[config.mk]
export PLATFORM = sky130hd
export DESIGN_NAME = tpf_timer
export DESIGN_NICKNAME = d
export VERILOG_FILES = /design/src/common/tpf_pkg.sv /design/src/rtl/tpf_timer.sv
export SDC_FILE = /design/constraint.sdc
export NUM_CORES = 1
export LEC_CHECK = 0
export BUFFER_PORTS_ARGS = -buffer_cell sky130_fd_sc_hd__buf_2
export CORE_UTILIZATION = 40
export CTS_CLUSTER_DIAMETER = 100
export DETAILED_ROUTE_END_ITERATION = 8
export GPL_TIMING_DRIVEN = 1
export PLACE_DENSITY_LB_ADDON = 0.2
export SLEW_MARGIN = 20
export SYNTH_ARGS = -nofsm -noshare
export SYNTH_HDL_FRONTEND = slang
export SYNTH_SLANG_ARGS = --single-unit
[constraint.sdc]
create_clock -name clk -period 2.4 [get_ports clk]
set_clock_uncertainty 0.05 [all_clocks]
set_input_delay 0 -clock clk [delete_from_list [all_inputs] [get_ports clk]]
set_output_delay 0 -clock clk [all_outputs]
set_load 0.01 [all_outputs]
[src/common/tpf_pkg.sv]
/*
 * Constants for the timer prescaler, external count front end and the
 * compare/overflow flag block.
 * Assumes one 100 MHz system clock and a plain strobe-style register port.
 */
// Functional notes
// - Compare flags set cycle after match
// - Forced compare strobe never sets flags
// - Compare flags clear on vector or write-one
// - Overflow flag set in normal, clear-on-match
// - Overflow flag clears on vector or write-one
// - Shared prescaler taps 1,8,64,256,1024
// - Prescaler runs free of clock selection
// - Count pin sampled every system cycle
// - Rising-edge registers, latch transparent clock high
// - One tick per selected rising or falling edge
// - Pin edge to counter 2.5-3.5 cycles
// - External ticks never pass through prescaler
// - Hold mode keeps prescaler clear bit value
// - Clearing hold mode clears prescaler clear bit
// - Prescaler clear bit self-clears unless hold
// - Count pin counts even when configured output
package tpf_pkg;
    localparam logic [3:0] TPF_ADDR_GTC   = 4'h0;
    localparam logic [3:0] TPF_ADDR_FLAGS = 4'h1;
    localparam logic [3:0] TPF_ADDR_CTRL  = 4'h2;
    localparam logic [3:0] TPF_ADDR_CNTL  = 4'h3;
    localparam logic [3:0] TPF_ADDR_CNTH  = 4'h4;
    localparam logic [3:0] TPF_ADDR_CMPAL = 4'h5;
    localparam logic [3:0] TPF_ADDR_CMPAH = 4'h6;
    localparam logic [3:0] TPF_ADDR_CMPBL = 4'h7;
    localparam logic [3:0] TPF_ADDR_CMPBH = 4'h8;
    localparam logic [3:0] TPF_ADDR_FORCE = 4'h9;
    localparam int TPF_BIT_SYNC_HOLD = 7;
    localparam int TPF_BIT_PSC_CLEAR = 0;
    localparam int TPF_BIT_OVF  = 0;
    localparam int TPF_BIT_CMPA = 1;
    localparam int TPF_BIT_CMPB = 2;
    localparam int TPF_BIT_FORCE_A = 1;
    localparam int TPF_BIT_FORCE_B = 0;
    localparam logic [7:0] TPF_GTC_RESET   = 8'h00;
    localparam logic [7:0] TPF_FLAGS_RESET = 8'h00;
    localparam logic [7:0] TPF_CTRL_RESET  = 8'h00;
    localparam int TPF_PSC_WIDTH = 10;
    // Control register: [2:0] clock select, [4:3] waveform mode
    localparam int TPF_CS_LSB  = 0;
    localparam int TPF_WGM_LSB = 3;
    typedef enum logic [2:0] {
        TPF_CS_STOP    = 3'b000,
        TPF_CS_DIV1    = 3'b001,
        TPF_CS_DIV8    = 3'b010,
        TPF_CS_DIV64   = 3'b011,
        TPF_CS_DIV256  = 3'b100,
        TPF_CS_DIV1024 = 3'b101,
        TPF_CS_EXT_FALL = 3'b110,
        TPF_CS_EXT_RISE = 3'b111
    } tpf_cs_t;
    typedef enum logic [1:0] {
        TPF_WGM_NORMAL    = 2'b00,
        TPF_WGM_CLR_MATCH = 2'b01,
        TPF_WGM_OTHER_A   = 2'b10,
        TPF_WGM_OTHER_B   = 2'b11
    } tpf_wgm_t;
endpackage

[src/rtl/tpf_timer.sv]
/*
 * Shared prescaler, external count pin front end, 16-bit counter with
 * two compare channels and the overflow / compare match flags.
 * Assumes ext_count_pin is sampled by the block itself; vector-taken
 * strobes come from the interrupt controller as one-cycle pulses.
 */
// Decided for this implementation: the address map and the address-and-strobe port.
module tpf_timer
    import tpf_pkg::*;
(
    input  wire logic        clk,
    input  wire logic        nrst,
    input  wire logic [3:0]  addr,
    input  wire logic [7:0]  wdata,
    input  wire logic        wr,
    input  wire logic        rd,
    output logic      [7:0]  rdata,
    input  wire logic        ext_count_pin,
    input  wire logic        ovf_vector_taken,
    input  wire logic        cmpa_vector_taken,
    input  wire logic        cmpb_vector_taken,
    output logic             overflow_flag,
    output logic             compare_a_match_flag,
    output logic             compare_b_match_flag,
    output logic             ext_count_tick,
    output logic             prescaler_held
);
    logic                     sync_hold_mode;
    logic                     prescaler_clear;
    logic [TPF_PSC_WIDTH-1:0] psc;
    logic [7:0]               ctrl;
    logic [15:0]              counter_value;
    logic [15:0]              compare_a_value;
    logic [15:0]              compare_b_value;
    logic [7:0]               tmp_high;
    logic                     pin_latch;
    logic                     pin_sync;
    logic                     pin_prev;
    logic                     match_a_d;
    logic                     match_b_d;
    logic                     ovf_d;
    logic                     count_en;
    logic                     rise;
    logic                     fall;
    logic                     cnt_written;
    tpf_cs_t                  clock_select;
    tpf_wgm_t                 waveform_mode_select;

    function automatic logic wr_at(input logic [3:0] a);
        return wr && (addr == a);
    endfunction

    assign clock_select = tpf_cs_t'(ctrl[TPF_CS_LSB +: 3]);
    assign waveform_mode_select = tpf_wgm_t'(ctrl[TPF_WGM_LSB +: 2]);
    assign prescaler_held = prescaler_clear;

    // Sync hold and prescaler clear bits
    always_ff @(posedge clk) begin
        if (!nrst) begin
            sync_hold_mode  <= TPF_GTC_RESET[TPF_BIT_SYNC_HOLD];
            prescaler_clear <= TPF_GTC_RESET[TPF_BIT_PSC_CLEAR];
        end else if (wr_at(TPF_ADDR_GTC)) begin
            sync_hold_mode  <= wdata[TPF_BIT_SYNC_HOLD];
            // Write of zero to hold mode clears the bit
            prescaler_clear <= wdata[TPF_BIT_SYNC_HOLD] &
                               wdata[TPF_BIT_PSC_CLEAR];
        end else if (!sync_hold_mode) begin
            prescaler_clear <= 1'b0;
        end
    end

    // Free-running prescaler, reset only by the clear bit
    always_ff @(posedge clk) begin
        if (!nrst)
            psc <= '0;
        else if (prescaler_clear || wr_at(TPF_ADDR_GTC) &&
                 wdata[TPF_BIT_PSC_CLEAR])
            psc <= '0;
        else
            psc <= psc + 1'b1;
    end

    // Pin synchroniser: latch stage then register
    // Latch transparent while clk high is modelled as a half-cycle
    // negative-edge stage, giving the 2.5 to 3.5 cycle latency.
    always_ff @(negedge clk) begin
        pin_latch <= ext_count_pin;
    end

    always_ff @(posedge clk) begin
        if (!nrst) begin
            pin_sync <= 1'b0;
            pin_prev <= 1'b0;
        end else begin
            pin_sync <= pin_latch;
            pin_prev <= pin_sync;
        end
    end

    assign rise = pin_sync & ~pin_prev;
    assign fall = ~pin_sync & pin_prev;

    // Edge detector tick, registered
    always_ff @(posedge clk) begin
        if (!nrst)
            ext_count_tick <= 1'b0;
        else
            ext_count_tick <= (clock_select == TPF_CS_EXT_RISE) ? rise :
                              (clock_select == TPF_CS_EXT_FALL) ? fall :
                              1'b0;
    end

    // Prescaler taps as enables; external ticks bypass them
    always_comb begin
        unique case (clock_select)
            TPF_CS_STOP:     count_en = 1'b0;
            TPF_CS_DIV1:     count_en = 1'b1;
            TPF_CS_DIV8:     count_en = (psc[2:0] == 3'h7);
            TPF_CS_DIV64:    count_en = (psc[5:0] == 6'h3F);
            TPF_CS_DIV256:   count_en = (psc[7:0] == 8'hFF);
            TPF_CS_DIV1024:  count_en = (psc == 10'h3FF);
            TPF_CS_EXT_FALL,
            TPF_CS_EXT_RISE: count_en = ext_count_tick;
        endcase
        if (prescaler_clear)
            count_en = 1'b0;
    end

    // Control and compare registers, 16-bit via a high-byte holding reg
    always_ff @(posedge clk) begin
        if (!nrst) begin
            ctrl            <= TPF_CTRL_RESET;
            compare_a_value <= 16'hFFFF;
            compare_b_value <= 16'hFFFF;
            tmp_high        <= 8'h00;
        end else if (wr) begin
            unique case (addr)
                TPF_ADDR_CTRL:  ctrl <= wdata;
                TPF_ADDR_CNTH, TPF_ADDR_CMPAH, TPF_ADDR_CMPBH:
                    tmp_high <= wdata;
                TPF_ADDR_CMPAL: compare_a_value <= {tmp_high, wdata};
                TPF_ADDR_CMPBL: compare_b_value <= {tmp_high, wdata};
                default: ;
            endcase
        end
    end

    assign cnt_written = wr_at(TPF_ADDR_CNTL);

    // Counter; clear-on-match wraps at compare A
    always_ff @(posedge clk) begin
        if (!nrst)
            counter_value <= 16'h0000;
        else if (cnt_written)
            counter_value <= {tmp_high, wdata};
        else if (count_en) begin
            if (waveform_mode_select == TPF_WGM_CLR_MATCH &&
                counter_value == compare_a_value)
                counter_value <= 16'h0000;
            else
                counter_value <= counter_value + 16'h0001;
        end
    end

    // Match and overflow events, flagged one timer clock later
    always_ff @(posedge clk) begin
        if (!nrst) begin
            match_a_d <= 1'b0;
            match_b_d <= 1'b0;
            ovf_d     <= 1'b0;
        end else if (count_en) begin
            match_a_d <= (counter_value == compare_a_value) && !cnt_written;
            match_b_d <= (counter_value == compare_b_value) && !cnt_written;
            // Other waveform modes never raise the overflow event
            ovf_d <= (counter_value == 16'hFFFF) &&
                     (waveform_mode_select == TPF_WGM_NORMAL ||
                      waveform_mode_select == TPF_WGM_CLR_MATCH);
        end else begin
            match_a_d <= 1'b0;
            match_b_d <= 1'b0;
            ovf_d     <= 1'b0;
        end
    end

    // Flags: set wins over clear; force strobes have no path here
    always_ff @(posedge clk) begin
        if (!nrst) begin
            overflow_flag        <= TPF_FLAGS_RESET[TPF_BIT_OVF];
            compare_a_match_flag <= TPF_FLAGS_RESET[TPF_BIT_CMPA];
            compare_b_match_flag <= TPF_FLAGS_RESET[TPF_BIT_CMPB];
        end else begin
            if (match_a_d)
                compare_a_match_flag <= 1'b1;
            else if (cmpa_vector_taken ||
                     wr_at(TPF_ADDR_FLAGS) && wdata[TPF_BIT_CMPA])
                compare_a_match_flag <= 1'b0;
            if (match_b_d)
                compare_b_match_flag <= 1'b1;
            else if (cmpb_vector_taken ||
                     wr_at(TPF_ADDR_FLAGS) && wdata[TPF_BIT_CMPB])
                compare_b_match_flag <= 1'b0;
            if (ovf_d)
                overflow_flag <= 1'b1;
            else if (ovf_vector_taken ||
                     wr_at(TPF_ADDR_FLAGS) && wdata[TPF_BIT_OVF])
                overflow_flag <= 1'b0;
        end
    end

    // Read port, data in the cycle after the strobe; unmapped reads zero
    always_ff @(posedge clk) begin
        if (!nrst)
            rdata <= 8'h00;
        else if (rd) begin
            unique case (addr)
                TPF_ADDR_GTC:   rdata <= {sync_hold_mode, 6'h00,
                                          prescaler_clear};
                TPF_ADDR_FLAGS: rdata <= {5'h00, compare_b_match_flag,
                                          compare_a_match_flag,
                                          overflow_flag};
                TPF_ADDR_CTRL:  rdata <= ctrl;
                TPF_ADDR_CNTL:  rdata <= counter_value[7:0];
                TPF_ADDR_CNTH:  rdata <= counter_value[15:8];
                TPF_ADDR_CMPAL: rdata <= compare_a_value[7:0];
                TPF_ADDR_CMPAH: rdata <= compare_a_value[15:8];
                TPF_ADDR_CMPBL: rdata <= compare_b_value[7:0];
                TPF_ADDR_CMPBH: rdata <= compare_b_value[15:8];
                default:        rdata <= 8'h00;
            endcase
        end else
            rdata <= 8'h00;
    end
endmodule // tpf_timer

======== After elaboration in Yosys (flattened, before gate mapping) ========
Cells that the tools add are included.
word-level totals
  register bits after elaboration ......... 94
  bits in latches ......................... 0
  bits in writable memories ............... 0
  memory bits (read-only) ................. 0
  word-level logic and storage cells ...... 100
  memories kept ........................... 0
cells by class
  $add $sub $neg .......................... 2
  multipliers ............................. 0
  divide/modulo/power cells ............... 0
  $lt $le $gt $ge ......................... 0
  equal/unequal tests ..................... 24
  shifts and indexed selects .............. 0
  multiplexer cells ....................... 16
  bitwise gates (word level) .............. 6
  reductions and logical operators ........ 33
operators with widths
  cell                                                              count
  8-bit case mux with 9 select lines                                1
  16-bit 2-to-1 mux                                                 3
  16-bit == test                                                    2
  16-bit by 1-bit adder with 16-bit output (second input constant)  1
  16-bit == test (second input constant)                            1
  4-bit by 3-bit == test with 1-bit output (second input constant)  4
  3-bit == test (second input constant)                             5
  2-bit AND reduction                                               6
  1-bit logical AND                                                 11
  1-bit 2-to-1 mux                                                  11
  10-bit by 1-bit adder with 10-bit output (second input constant)  1
  10-bit == test (second input constant)                            1
  4-bit by 2-bit == test with 1-bit output (second input constant)  2
  8-bit == test (second input constant)                             1
  2-bit nonzero test                                                4
  1-bit case mux with 7 select lines                                1
  3-bit by 2-bit == test with 1-bit output (second input constant)  2
  6-bit == test (second input constant)                             1
  1-bit logical OR                                                  5
  4-bit by 1-bit == test with 1-bit output (second input constant)  1
  4-bit == test (second input constant)                             1
  4-bit logical NOT                                                 1
  2-bit OR reduction                                                2
  1-bit AND                                                         3
  8 further kinds                                                   10

======== Logic depth before layout (Yosys ltp) ========
Gate-level depths: netlist (run 1).
  depth after elaboration ................. 6
  gate-level depth with buffers ........... 8
  mapped depth without buffers ............ 7

==> flow_metrics.env, run 1 <==
export IMPL_grt_overflow_total=0
export IMPL_p_leak_nw=2.39
export IMPL_die_h_um=113
export IMPL_clockRootBuffer="clkbuf_16"
export IMPL_dp_hpwl_um=11100
export IMPL_hold_depth=4
export IMPL_synth_largest_area_cell="dfxtp_1"
export IMPL_antennaDiodeCount=0
export IMPL_synthDistinctLibCells=61
export IMPL_tightest_slew_ns=0.771
export IMPL_drt_wl_total_um=15600
export IMPL_multi_input_area_sq_um=2710
export IMPL_worstSetupEndpointType="flop"
export IMPL_p_sw_share_pct=24.6
export IMPL_drt_iter0_drc=434
export IMPL_yosys_area_top_type_share_pct=38.3
export IMPL_max_cap_violations=0
export IMPL_worstReg2RegStart="psc[0]"
export IMPL_ys_ff_latch=94
export IMPL_cts_buffers=9
export IMPL_timing_rr_end="counter_value[11]"
export IMPL_port_buffers=32
export IMPL_power_density_nw_per_um2=616
export IMPL_grt_pass1_wl_um=24700
export IMPL_period_minus_slack_ns=2.20
export IMPL_power_mw=3.49
export IMPL_seq_area_sq_um=1880
export IMPL_rsz0062_at_grt="false"
export IMPL_n_fill_cell=1199
export IMPL_cts_clk_slew_worst_paths_ns=0.07
export IMPL_antenna_found_initial=0
export IMPL_std_cell_rows=40
export IMPL_start_kind="flop"
export IMPL_synthArstFlopShare_pct=0
export IMPL_worstPathRequired_ns=2.58
export IMPL_status="finished, final reports clean"
export IMPL_dieArea_sq_um=12700
export IMPL_via_per_inst=5.74
export IMPL_ios=33
export IMPL_yosys_warnings=0
export IMPL_slew_headroom_pct=48.5
export IMPL_hold_path_endpoint="ctrl[0]"
export IMPL_power_frac_comb_pct=9.2
export IMPL_cts_sinks=94
export IMPL_clockBufferDepth=2
export IMPL_period_share_pct=91.5
export IMPL_synth_edff_count=0
export IMPL_cp_arrival_ns=2.37
export IMPL_vias=4508
export IMPL_worstSkewPairLatency_ns=0.40
export IMPL_drc=0
export IMPL_cts_tree="done"
export IMPL_max_freq_mhz=455
export IMPL_ir_drop_mv=0.353
export IMPL_synthTopCellsByArea="dfxtp_1 38%, nand2_1 7.3%, nand3_1 6.3%"
export IMPL_grt_max_degree=46
export IMPL_crit_path_max_fanout=5
export IMPL_intPower_mw=2.63
export IMPL_final_cell_mix="96 x nand2_1, 94 x dfxtp_1, 62 x nand3_1, 50 x nor2_1, 35 x xnor2_1"
export IMPL_grt_pass1_vias=4399
export IMPL_syn_nets=618
export IMPL_min_from="nrst"
export IMPL_worstRegToRegCells=7
export IMPL_timing_setup_tns_ns=0
export IMPL_drtAntennaViolNets=0
export IMPL_core_sq_um=12000
export IMPL_synth_area_per_cell_sq_um=8.25
export IMPL_synthFlopType="dfxtp_1"
export IMPL_path_class="reg -> reg"
export IMPL_synth_area_sq_um=4910
export IMPL_synthCells=595
export IMPL_htreeDepth=3
export IMPL_fin_util_pct=47.4
export IMPL_setup_violations=0
export IMPL_seq_area_frac_synth_pct=38.3
export IMPL_p_sw_mw=0.857
export IMPL_cp_startpoint="psc[0]"
export IMPL_postCtsSetupBuffers=0
export IMPL_rrSetupSlack_ns=0.20
export IMPL_layout_commonest_cell="nand2_1"
export IMPL_clock_power_share_pct=43.6
export IMPL_die_w_um=113
export IMPL_hold_viol=0
export IMPL_grt_usage_pct=25.8
export IMPL_wl_per_cell_um=19.9
export IMPL_start_util_pct=41.0
export IMPL_gp_congestion=0.998
export IMPL_dr_pass1_iters=5
export IMPL_layout_area_overhead_vs_synth_pct=15.6
export IMPL_nets=657
export IMPL_drive_gt1_share_pct=15.6
export IMPL_hold_path_class="in -> reg"
export IMPL_pwr_share_seq_pct=47.2
export IMPL_slew_viol_final=0
-- Yosys cell counts, types with 10 or more instances --
cell type / count
a21oi_1: 18
a31oi_1: 14
buf_2: 20
clkbuf_1: 18
dfxtp_1: 94
inv_1: 11
mux2i_1: 28
nand2_1: 96
nand3_1: 62
nand4_1: 14
nor2_1: 50
nor3_1: 10
xnor2_1: 35
-- cell families (layout without fill, tap and decap cells) --
family / after synthesis / count (layout) / share of synthesized area [%]
AND/OR/NAND/NOR: 282 / 282 / 28.3
flip-flops: 94 / 94 / 38.3
AO/OA/AOI/OAI: 81 / 81 / 11.3
buffers and inverters: 61 / 105 / 6.58
XOR/XNOR: 41 / 41 / 7.47
multiplexers: 33 / 33 / 7.32
adder cells (fa/ha/maj): 3 / 3 / 0.765
-- cell type report --
cell class	count	area share [%]
clock buffer	12	4.70
clock inverter	5	0.993
inverter	10	0.662
multi-input combinational	440	47.8
sequential	94	33.2
tap	147	3.24
timing repair buffer	78	9.44
-- per-layer routing --
metal	global-route usage [%]	share of wire, %
met1	33.9	44
met2	42.1	46
met3	4.39	6.3
met4	10.8	3.2
met5	0	0
-- power groups by stage --
stage,clock (mW),sequential (mW),combinational (mW)
2_1_floorplan,0.00522,1.65,0.225
3_3_place_gp,0.00522,1.68,0.300
3_5_place_dp,0.00522,1.68,0.303
4_1_cts,1.54,1.65,0.318
5_1_grt,1.61,1.65,0.351
6_report,1.52,1.65,0.323
-- worst max-delay path by stage --
stage | endpoint | slack [ns] | cells past startpoint
after floorplan | counter_value[11] | 0.39 | 7
after global placement | counter_value[14] | 0.13 | 7
after detailed placement | counter_value[14] | 0.13 | 7
after CTS | counter_value[14] | 0.10 | 7
after global routing | counter_value[11] | 0.05 | 8
final | counter_value[11] | 0.20 | 7
-- timing repair --
action | 4_1_cts | 5_1_grt
endpoints found under the setup margin | 0 | 1
resized for setup | 0 | 1
hold buffers | 12 | 0
hold endpoints to repair | 38 | 0
-- metrics by stage --
stage	hold WS [ns]	setup slack (ns)	instance area [sq um]	cells
6_report	0.0895	0.204	5670	786
5_1_grt	0.117	0.0537	5670	786
4_1_cts	0.0881	0.104	5660	786
3_5_place_dp	0.254	0.130	5230	758
3_3_place_gp	0.253	0.133	5230	758
2_1_floorplan	0.0720	0.387	4910	595
-- state kept, by name (all words and copies together), names as in the netlist, 8 cells and up --
signal and cells:
counter_value 16, compare_a_value 16, ctrl 8, tmp_high 8
psc 10, rdata 8, compare_b_value 16
-- critical path, stage by stage, from the launching register on --
cell and delay (ns):
dfxtp_1 0.37, ha_1 0.22, nand3_4 0.11, a2111oi_2 0.34, o21bai_1 0.17, or2_1 0.29, and3_2 0.23, o31a_1 0.29
Power figures use the tool's default switching activity.
==> run 2: changes to the inputs <==
==> constraint.sdc (replaced) <==
create_clock -name clk -period 2.4 [get_ports clk]
set_clock_uncertainty 0.05 [all_clocks]
set_input_delay 0.36 -clock clk [delete_from_list [all_inputs] [get_ports clk]]
set_output_delay 0.36 -clock clk [all_outputs]
set_load 0.01 [all_outputs]
==> flow_metrics.env, run 2 (synthesized netlist as in run 1, its figures left out) <==
export IMPL_period_share_pct=95.8
export IMPL_drt_wl_total_um=15400
export IMPL_nets=650
export IMPL_via_per_inst=5.75
export IMPL_slew_viol_final=0
export IMPL_whs_ns=0.261
export IMPL_cts_buffers=9
export IMPL_clockBufferDepth=2
export IMPL_max_stage_delay_ns=0.39
export IMPL_grt_max_degree=23
export IMPL_worstRegToRegCells=7
export IMPL_core_sq_um=12000
export IMPL_slowest_stage="a2111oi_2"
export IMPL_std_cell_rows=40
export IMPL_drtAntennaViolNets=0
export IMPL_worstPathRequired_ns=2.59
export IMPL_grt_overflow_total=0
export IMPL_cts_tree="done"
export IMPL_hold_path_class="in -> reg"
export IMPL_slew_headroom_pct=54.5
export IMPL_htreeDepth=3
export IMPL_p_leak_nw=2.35
export IMPL_port_buffers=32
export IMPL_rsz0062_at_grt="true"
export IMPL_tightest_slew_ns=0.677
export IMPL_grt_usage_pct=25.6
export IMPL_timing_rr_end="counter_value[11]"
export IMPL_hold_path_endpoint="compare_a_value[6]"
export IMPL_clockRootBuffer="clkbuf_16"
export IMPL_max_freq_mhz=435
export IMPL_min_from="wdata[6]"
export IMPL_cp_cell_sequence="ha_1, nand3_4, a2111oi_2, o21bai_1, or2_1, and3_2, o31a_1"
export IMPL_place_ws_ns=0.134
export IMPL_crit_path_max_fanout=7
export IMPL_p_sw_share_pct=25.4
export IMPL_intPower_mw=2.45
export IMPL_die_w_um=113
export IMPL_setup_violations=0
export IMPL_layout_commonest_cell="nand2_1"
export IMPL_cts_sinks=94
export IMPL_status="finished, final reports clean"
export IMPL_power_mw=3.29
export IMPL_cts_clk_slew_worst_paths_ns=0.07
export IMPL_reg_largest_list="compare_a_value: 16 flops, compare_b_value: 16 flops, counter_value: 16 flops"
export IMPL_power_density_nw_per_um2=592
export IMPL_gp_congestion=0.975
export IMPL_fin_util_pct=46.4
export IMPL_antenna_found_initial=0
export IMPL_place_area_sq_um=5280
export IMPL_start_util_pct=41.0
export IMPL_path_class="reg -> reg"
export IMPL_max_cap_violations=0
export IMPL_design_area_sq_um=5550
export IMPL_worstSetupEndpointType="flop"
export IMPL_power_frac_comb_pct=9.4
export IMPL_worstSkewPairLatency_ns=0.40
export IMPL_drt_iter0_drc=415
export IMPL_final_cell_mix="96 x nand2_1, 94 x dfxtp_1, 62 x nand3_1, 50 x nor2_1, 38 x buf_4"
export IMPL_rrSetupSlack_ns=0.10
export IMPL_drc=0
export IMPL_ios=33
export IMPL_pwr_share_seq_pct=50.2
export IMPL_p_sw_mw=0.833
export IMPL_dieArea_sq_um=12700
export IMPL_hold_viol=0
export IMPL_start_kind="flop"
export IMPL_postCtsSetupBuffers=0
export IMPL_clock_power_share_pct=40.4
export IMPL_wl_per_cell_um=19.7
export IMPL_grt_pass1_wl_um=24500
export IMPL_ir_drop_mv=0.325
export IMPL_dp_hpwl_um=11500
export IMPL_die_h_um=113
export IMPL_drive_gt1_share_pct=16.3
export IMPL_worstReg2RegStart="psc[0]"
export IMPL_period_minus_slack_ns=2.30
export IMPL_cp_arrival_ns=2.49
export IMPL_setup_ws_ns=0.101
export IMPL_layout_area_overhead_vs_synth_pct=13.1
export IMPL_dr_pass1_iters=5
export IMPL_grt_pass1_vias=4161
export IMPL_vias=4476
export IMPL_antennaDiodeCount=0
export IMPL_hold_depth=3
[run 2: changes by cell type in the layout (fill, tap and decap cells not counted)]
cell,change
dlygate4sd3_1,-12
clkbuf_1,+1
inv_6,-1
buf_12,+1
clkbuf_8,-2
clkinvlp_2,-1
buf_4,+4
bufinv_16,-1
clkinv_2,+3
[run 2: layout make-up]
type                            count  area (sq um)
Tap cell                          147           184
Fill cell                        1201          6410
Inverter                           10          37.5
Clock buffer                       11           243
Multi-Input combinational cell    440          2710
Clock inverter                      5          27.5
Sequential cell                    94          1880
Timing Repair Buffer               71           465
[run 2: power by group through the flow]
stage               Combinational, mW  Sequential [mW]  Clock [mW]
finish                          0.309             1.65        1.33
detailed placement              0.304             1.68     0.00522
CTS                             0.306             1.65        1.35
floorplan                       0.225             1.65     0.00522
global placement                0.302             1.68     0.00522
global route                    0.337             1.65        1.42
[run 2: what timing repair did]
action                                  in CTS  in global routing
resized for setup                            0                  1
endpoints found under the setup margin       0                  7
hold buffers                                 0                  0
[run 2: worst max-delay path by stage]
| stage | to | slack [ns] | from |
|---|---|---|---|
| floorplan | counter_value[11] | 0.39 | psc[0] |
| global placement | counter_value[14] | 0.18 | counter_value[0] |
| detailed placement | counter_value[15] | 0.13 | psc[0] |
| CTS | counter_value[11] | 0.11 | psc[0] |
| global route | counter_value[15] | -0.06 | psc[0] |
| finish | counter_value[11] | 0.10 | psc[0] |
[run 2: routing by layer]
layer	part of all wire (%)	GRT usage (%)	vias to the layer above	wire, um
li1	-	-	2129	-
met5	0	0	-	0
met3	7.1	5.14	36	1100
met1	46	35.3	2126	7010
met2	44	39.2	185	6800
met4	2.9	9.87	0	443
[run 2: critical path: cells and delay by family, from the launching register on]
family,cells,cell delay [ns]
and+or+nand+nor,3,0.68
AOI/OAI and AO/OA,3,0.85
DFF,1,0.37
adders and majority gates,1,0.23
[run 2: stage by stage]
| step | TNS [ns] | instances |
|---|---|---|
| after floorplan | 0 | 595 |
| after global placement | 0 | 763 |
| after detailed placement | 0 | 763 |
| after CTS | 0 | 778 |
| after global routing | -0.205 | 778 |
| final | 0 | 778 |
==> run 3: changes to the inputs <==
==> constraint.sdc (replaced) <==
create_clock -name clk -period 2.9 [get_ports clk]
set_clock_uncertainty 0.05 [all_clocks]
set_input_delay 0.435 -clock clk [delete_from_list [all_inputs] [get_ports clk]]
set_output_delay 0.435 -clock clk [all_outputs]
set_load 0.01 [all_outputs]
==> flow_metrics.env, run 3 (synthesized netlist as in run 1, its figures left out) <==
export IMPL_clockRootBuffer="clkbuf_16"
export IMPL_drive_gt1_share_pct=14.8
export IMPL_start_kind="flop"
export IMPL_cp_arrival_ns=2.58
export IMPL_dieArea_sq_um=12700
export IMPL_slowest_stage="or2_1"
export IMPL_timing_rr_end="counter_value[11]"
export IMPL_met1_usage_pct=35.1
export IMPL_grt_use_met2_pct=38.9
export IMPL_dp_hpwl_um=11400
export IMPL_hold_path_class="in -> reg"
export IMPL_postCtsSetupBuffers=0
export IMPL_worstReg2RegStart="psc[0]"
export IMPL_cts_buffers=9
export IMPL_busiest_layer="met2"
export IMPL_fin_cells=767
export IMPL_ir_drop_mv=0.237
export IMPL_slew_headroom_pct=47.9
export IMPL_grt_max_degree=33
export IMPL_grt_pass1_vias=4394
export IMPL_power_mw=2.80
export IMPL_cts_resized=0
export IMPL_setup_ws_ns=0.508
export IMPL_crit_path_max_fanout=11
export IMPL_min_from="wdata[4]"
export IMPL_drc=1
export IMPL_layout_commonest_cell="nand2_1"
export IMPL_placed_cells=751
export IMPL_p_sw_mw=0.694
export IMPL_vias=4534
export IMPL_n_fill_cell=1172
export IMPL_via_per_inst=5.91
export IMPL_hold_depth=3
export IMPL_worstSetupEndpointType="flop"
export IMPL_tightest_slew_ns=0.782
export IMPL_hold_path_endpoint="compare_a_value[4]"
export IMPL_max_freq_mhz=418
export IMPL_htreeDepth=3
export IMPL_worstPathRequired_ns=3.09
export IMPL_cts_sinks=94
export IMPL_pwr_share_seq_pct=48.7
export IMPL_clockBufferDepth=2
export IMPL_die_h_um=113
export IMPL_period_minus_slack_ns=2.39
export IMPL_power_frac_comb_pct=9.0
export IMPL_cpLargestDelayFamily="simple AND/OR/NAND/NOR gates"
export IMPL_violations="DRC"
export IMPL_cts_tree="done"
export IMPL_port_buffers=32
export IMPL_slew_viol_final=0
export IMPL_drt_wl_total_um=15300
export IMPL_drtAntennaViolNets=0
export IMPL_dr_pass1_iters=7
export IMPL_intPower_mw=2.11
export IMPL_rsz0062_at_grt="false"
export IMPL_core_sq_um=12000
export IMPL_grt_overflow_total=0
export IMPL_path_buf_inv=0
export IMPL_hold_viol=0
export IMPL_rrSetupSlack_ns=0.51
export IMPL_p_sw_share_pct=24.8
export IMPL_met3_usage_pct=5.14
export IMPL_final_cell_mix="96 x nand2_1, 94 x dfxtp_1, 62 x nand3_1, 50 x nor2_1, 35 x xnor2_1"
export IMPL_path_class="reg -> reg"
export IMPL_die_w_um=113
export IMPL_drt_iter0_drc=593
export IMPL_place_ws_ns=0.507
export IMPL_max_cap_violations=0
export IMPL_antenna_found_initial=0
export IMPL_max_stage_delay_ns=0.41
export IMPL_period_share_pct=82.5
export IMPL_gp_congestion=0.954
export IMPL_worstRegToRegCells=7
export IMPL_wl_per_cell_um=19.9
export IMPL_status="complete, but fails checks"
export IMPL_timing_setup_tns_ns=0
export IMPL_nets=638
export IMPL_layout_area_overhead_vs_synth_pct=11.6
export IMPL_cp_cell_sequence="ha_1, nand3_4, a2111oi_2, o21bai_1, or2_1, and3_2, o31a_1"
export IMPL_reg_largest_list="compare_a_value: 16 flops, compare_b_value: 16 flops, counter_value: 16 flops"
export IMPL_power_density_nw_per_um2=512
export IMPL_std_cell_rows=40
export IMPL_cts_clk_slew_worst_paths_ns=0.07
export IMPL_cts_hold_buf=0
export IMPL_p_leak_nw=2.31
export IMPL_clock_power_share_pct=42.3
export IMPL_fin_util_pct=45.8
export IMPL_ios=33
export IMPL_setup_violations=0
export IMPL_start_util_pct=41.0
export IMPL_worstSkewPairLatency_ns=0.39
export IMPL_antennaDiodeCount=0
export IMPL_grt_pass1_wl_um=24500
export IMPL_grt_usage_pct=25.3
[run 3: area by class of cell]
type	instances	area, sq um	share of cell area [%]
sequential	94	1880	34.4
tap	147	184	3.36
clock buffer	12	278	5.07
multi-input combinational	440	2700	49.4
clock inverter	5	27.5	0.503
timing repair buffer	59	363	6.63
inverter	10	37.5	0.686
[run 3: worst max-delay path by stage]
stage             startpoint           endpoint  slack [ns]  cells past startpoint
2_1_floorplan  ext_count_pin          pin_latch        0.86                      0
3_3_place_gp              wr  counter_value[11]        0.57                      7
3_5_place_dp              wr  counter_value[11]        0.51                      7
4_1_cts               psc[0]  counter_value[11]        0.50                      7
5_1_grt               psc[0]  counter_value[11]        0.32                      7
6_report              psc[0]  counter_value[11]        0.51                      7
[run 3: metrics by stage]
stage               hold slack (ns)  cell area (sq um)
finish                        0.335               5470
global route                  0.355               5470
floorplan                     0.363               4910
global placement              0.369               5170
detailed placement            0.381               5170
CTS                           0.336               5470
[run 3: per-layer routing]
metal	wire length [um]	vias up
met4	407	0
li1	-	2113
met2	6860	205
met5	0	-
met1	6740	2186
met3	1260	30
[run 3: worst reg2reg max path: stages, from the launching register on]
cell       delay (ns)
dfxtp_1          0.37
ha_1             0.23
nand3_4          0.11
a2111oi_2        0.35
o21bai_1         0.18
or2_1            0.41
and3_2           0.30
o31a_1           0.29
[run 3: power groups by stage]
stage          logic, mW  clock network (mW)  registers (mW)
3_3_place_gp       0.245             0.00432            1.39
3_5_place_dp       0.247             0.00432            1.39
4_1_cts            0.249                1.21            1.36
2_1_floorplan      0.187             0.00432            1.37
5_1_grt            0.275                1.26            1.37
6_report           0.252                1.18            1.37
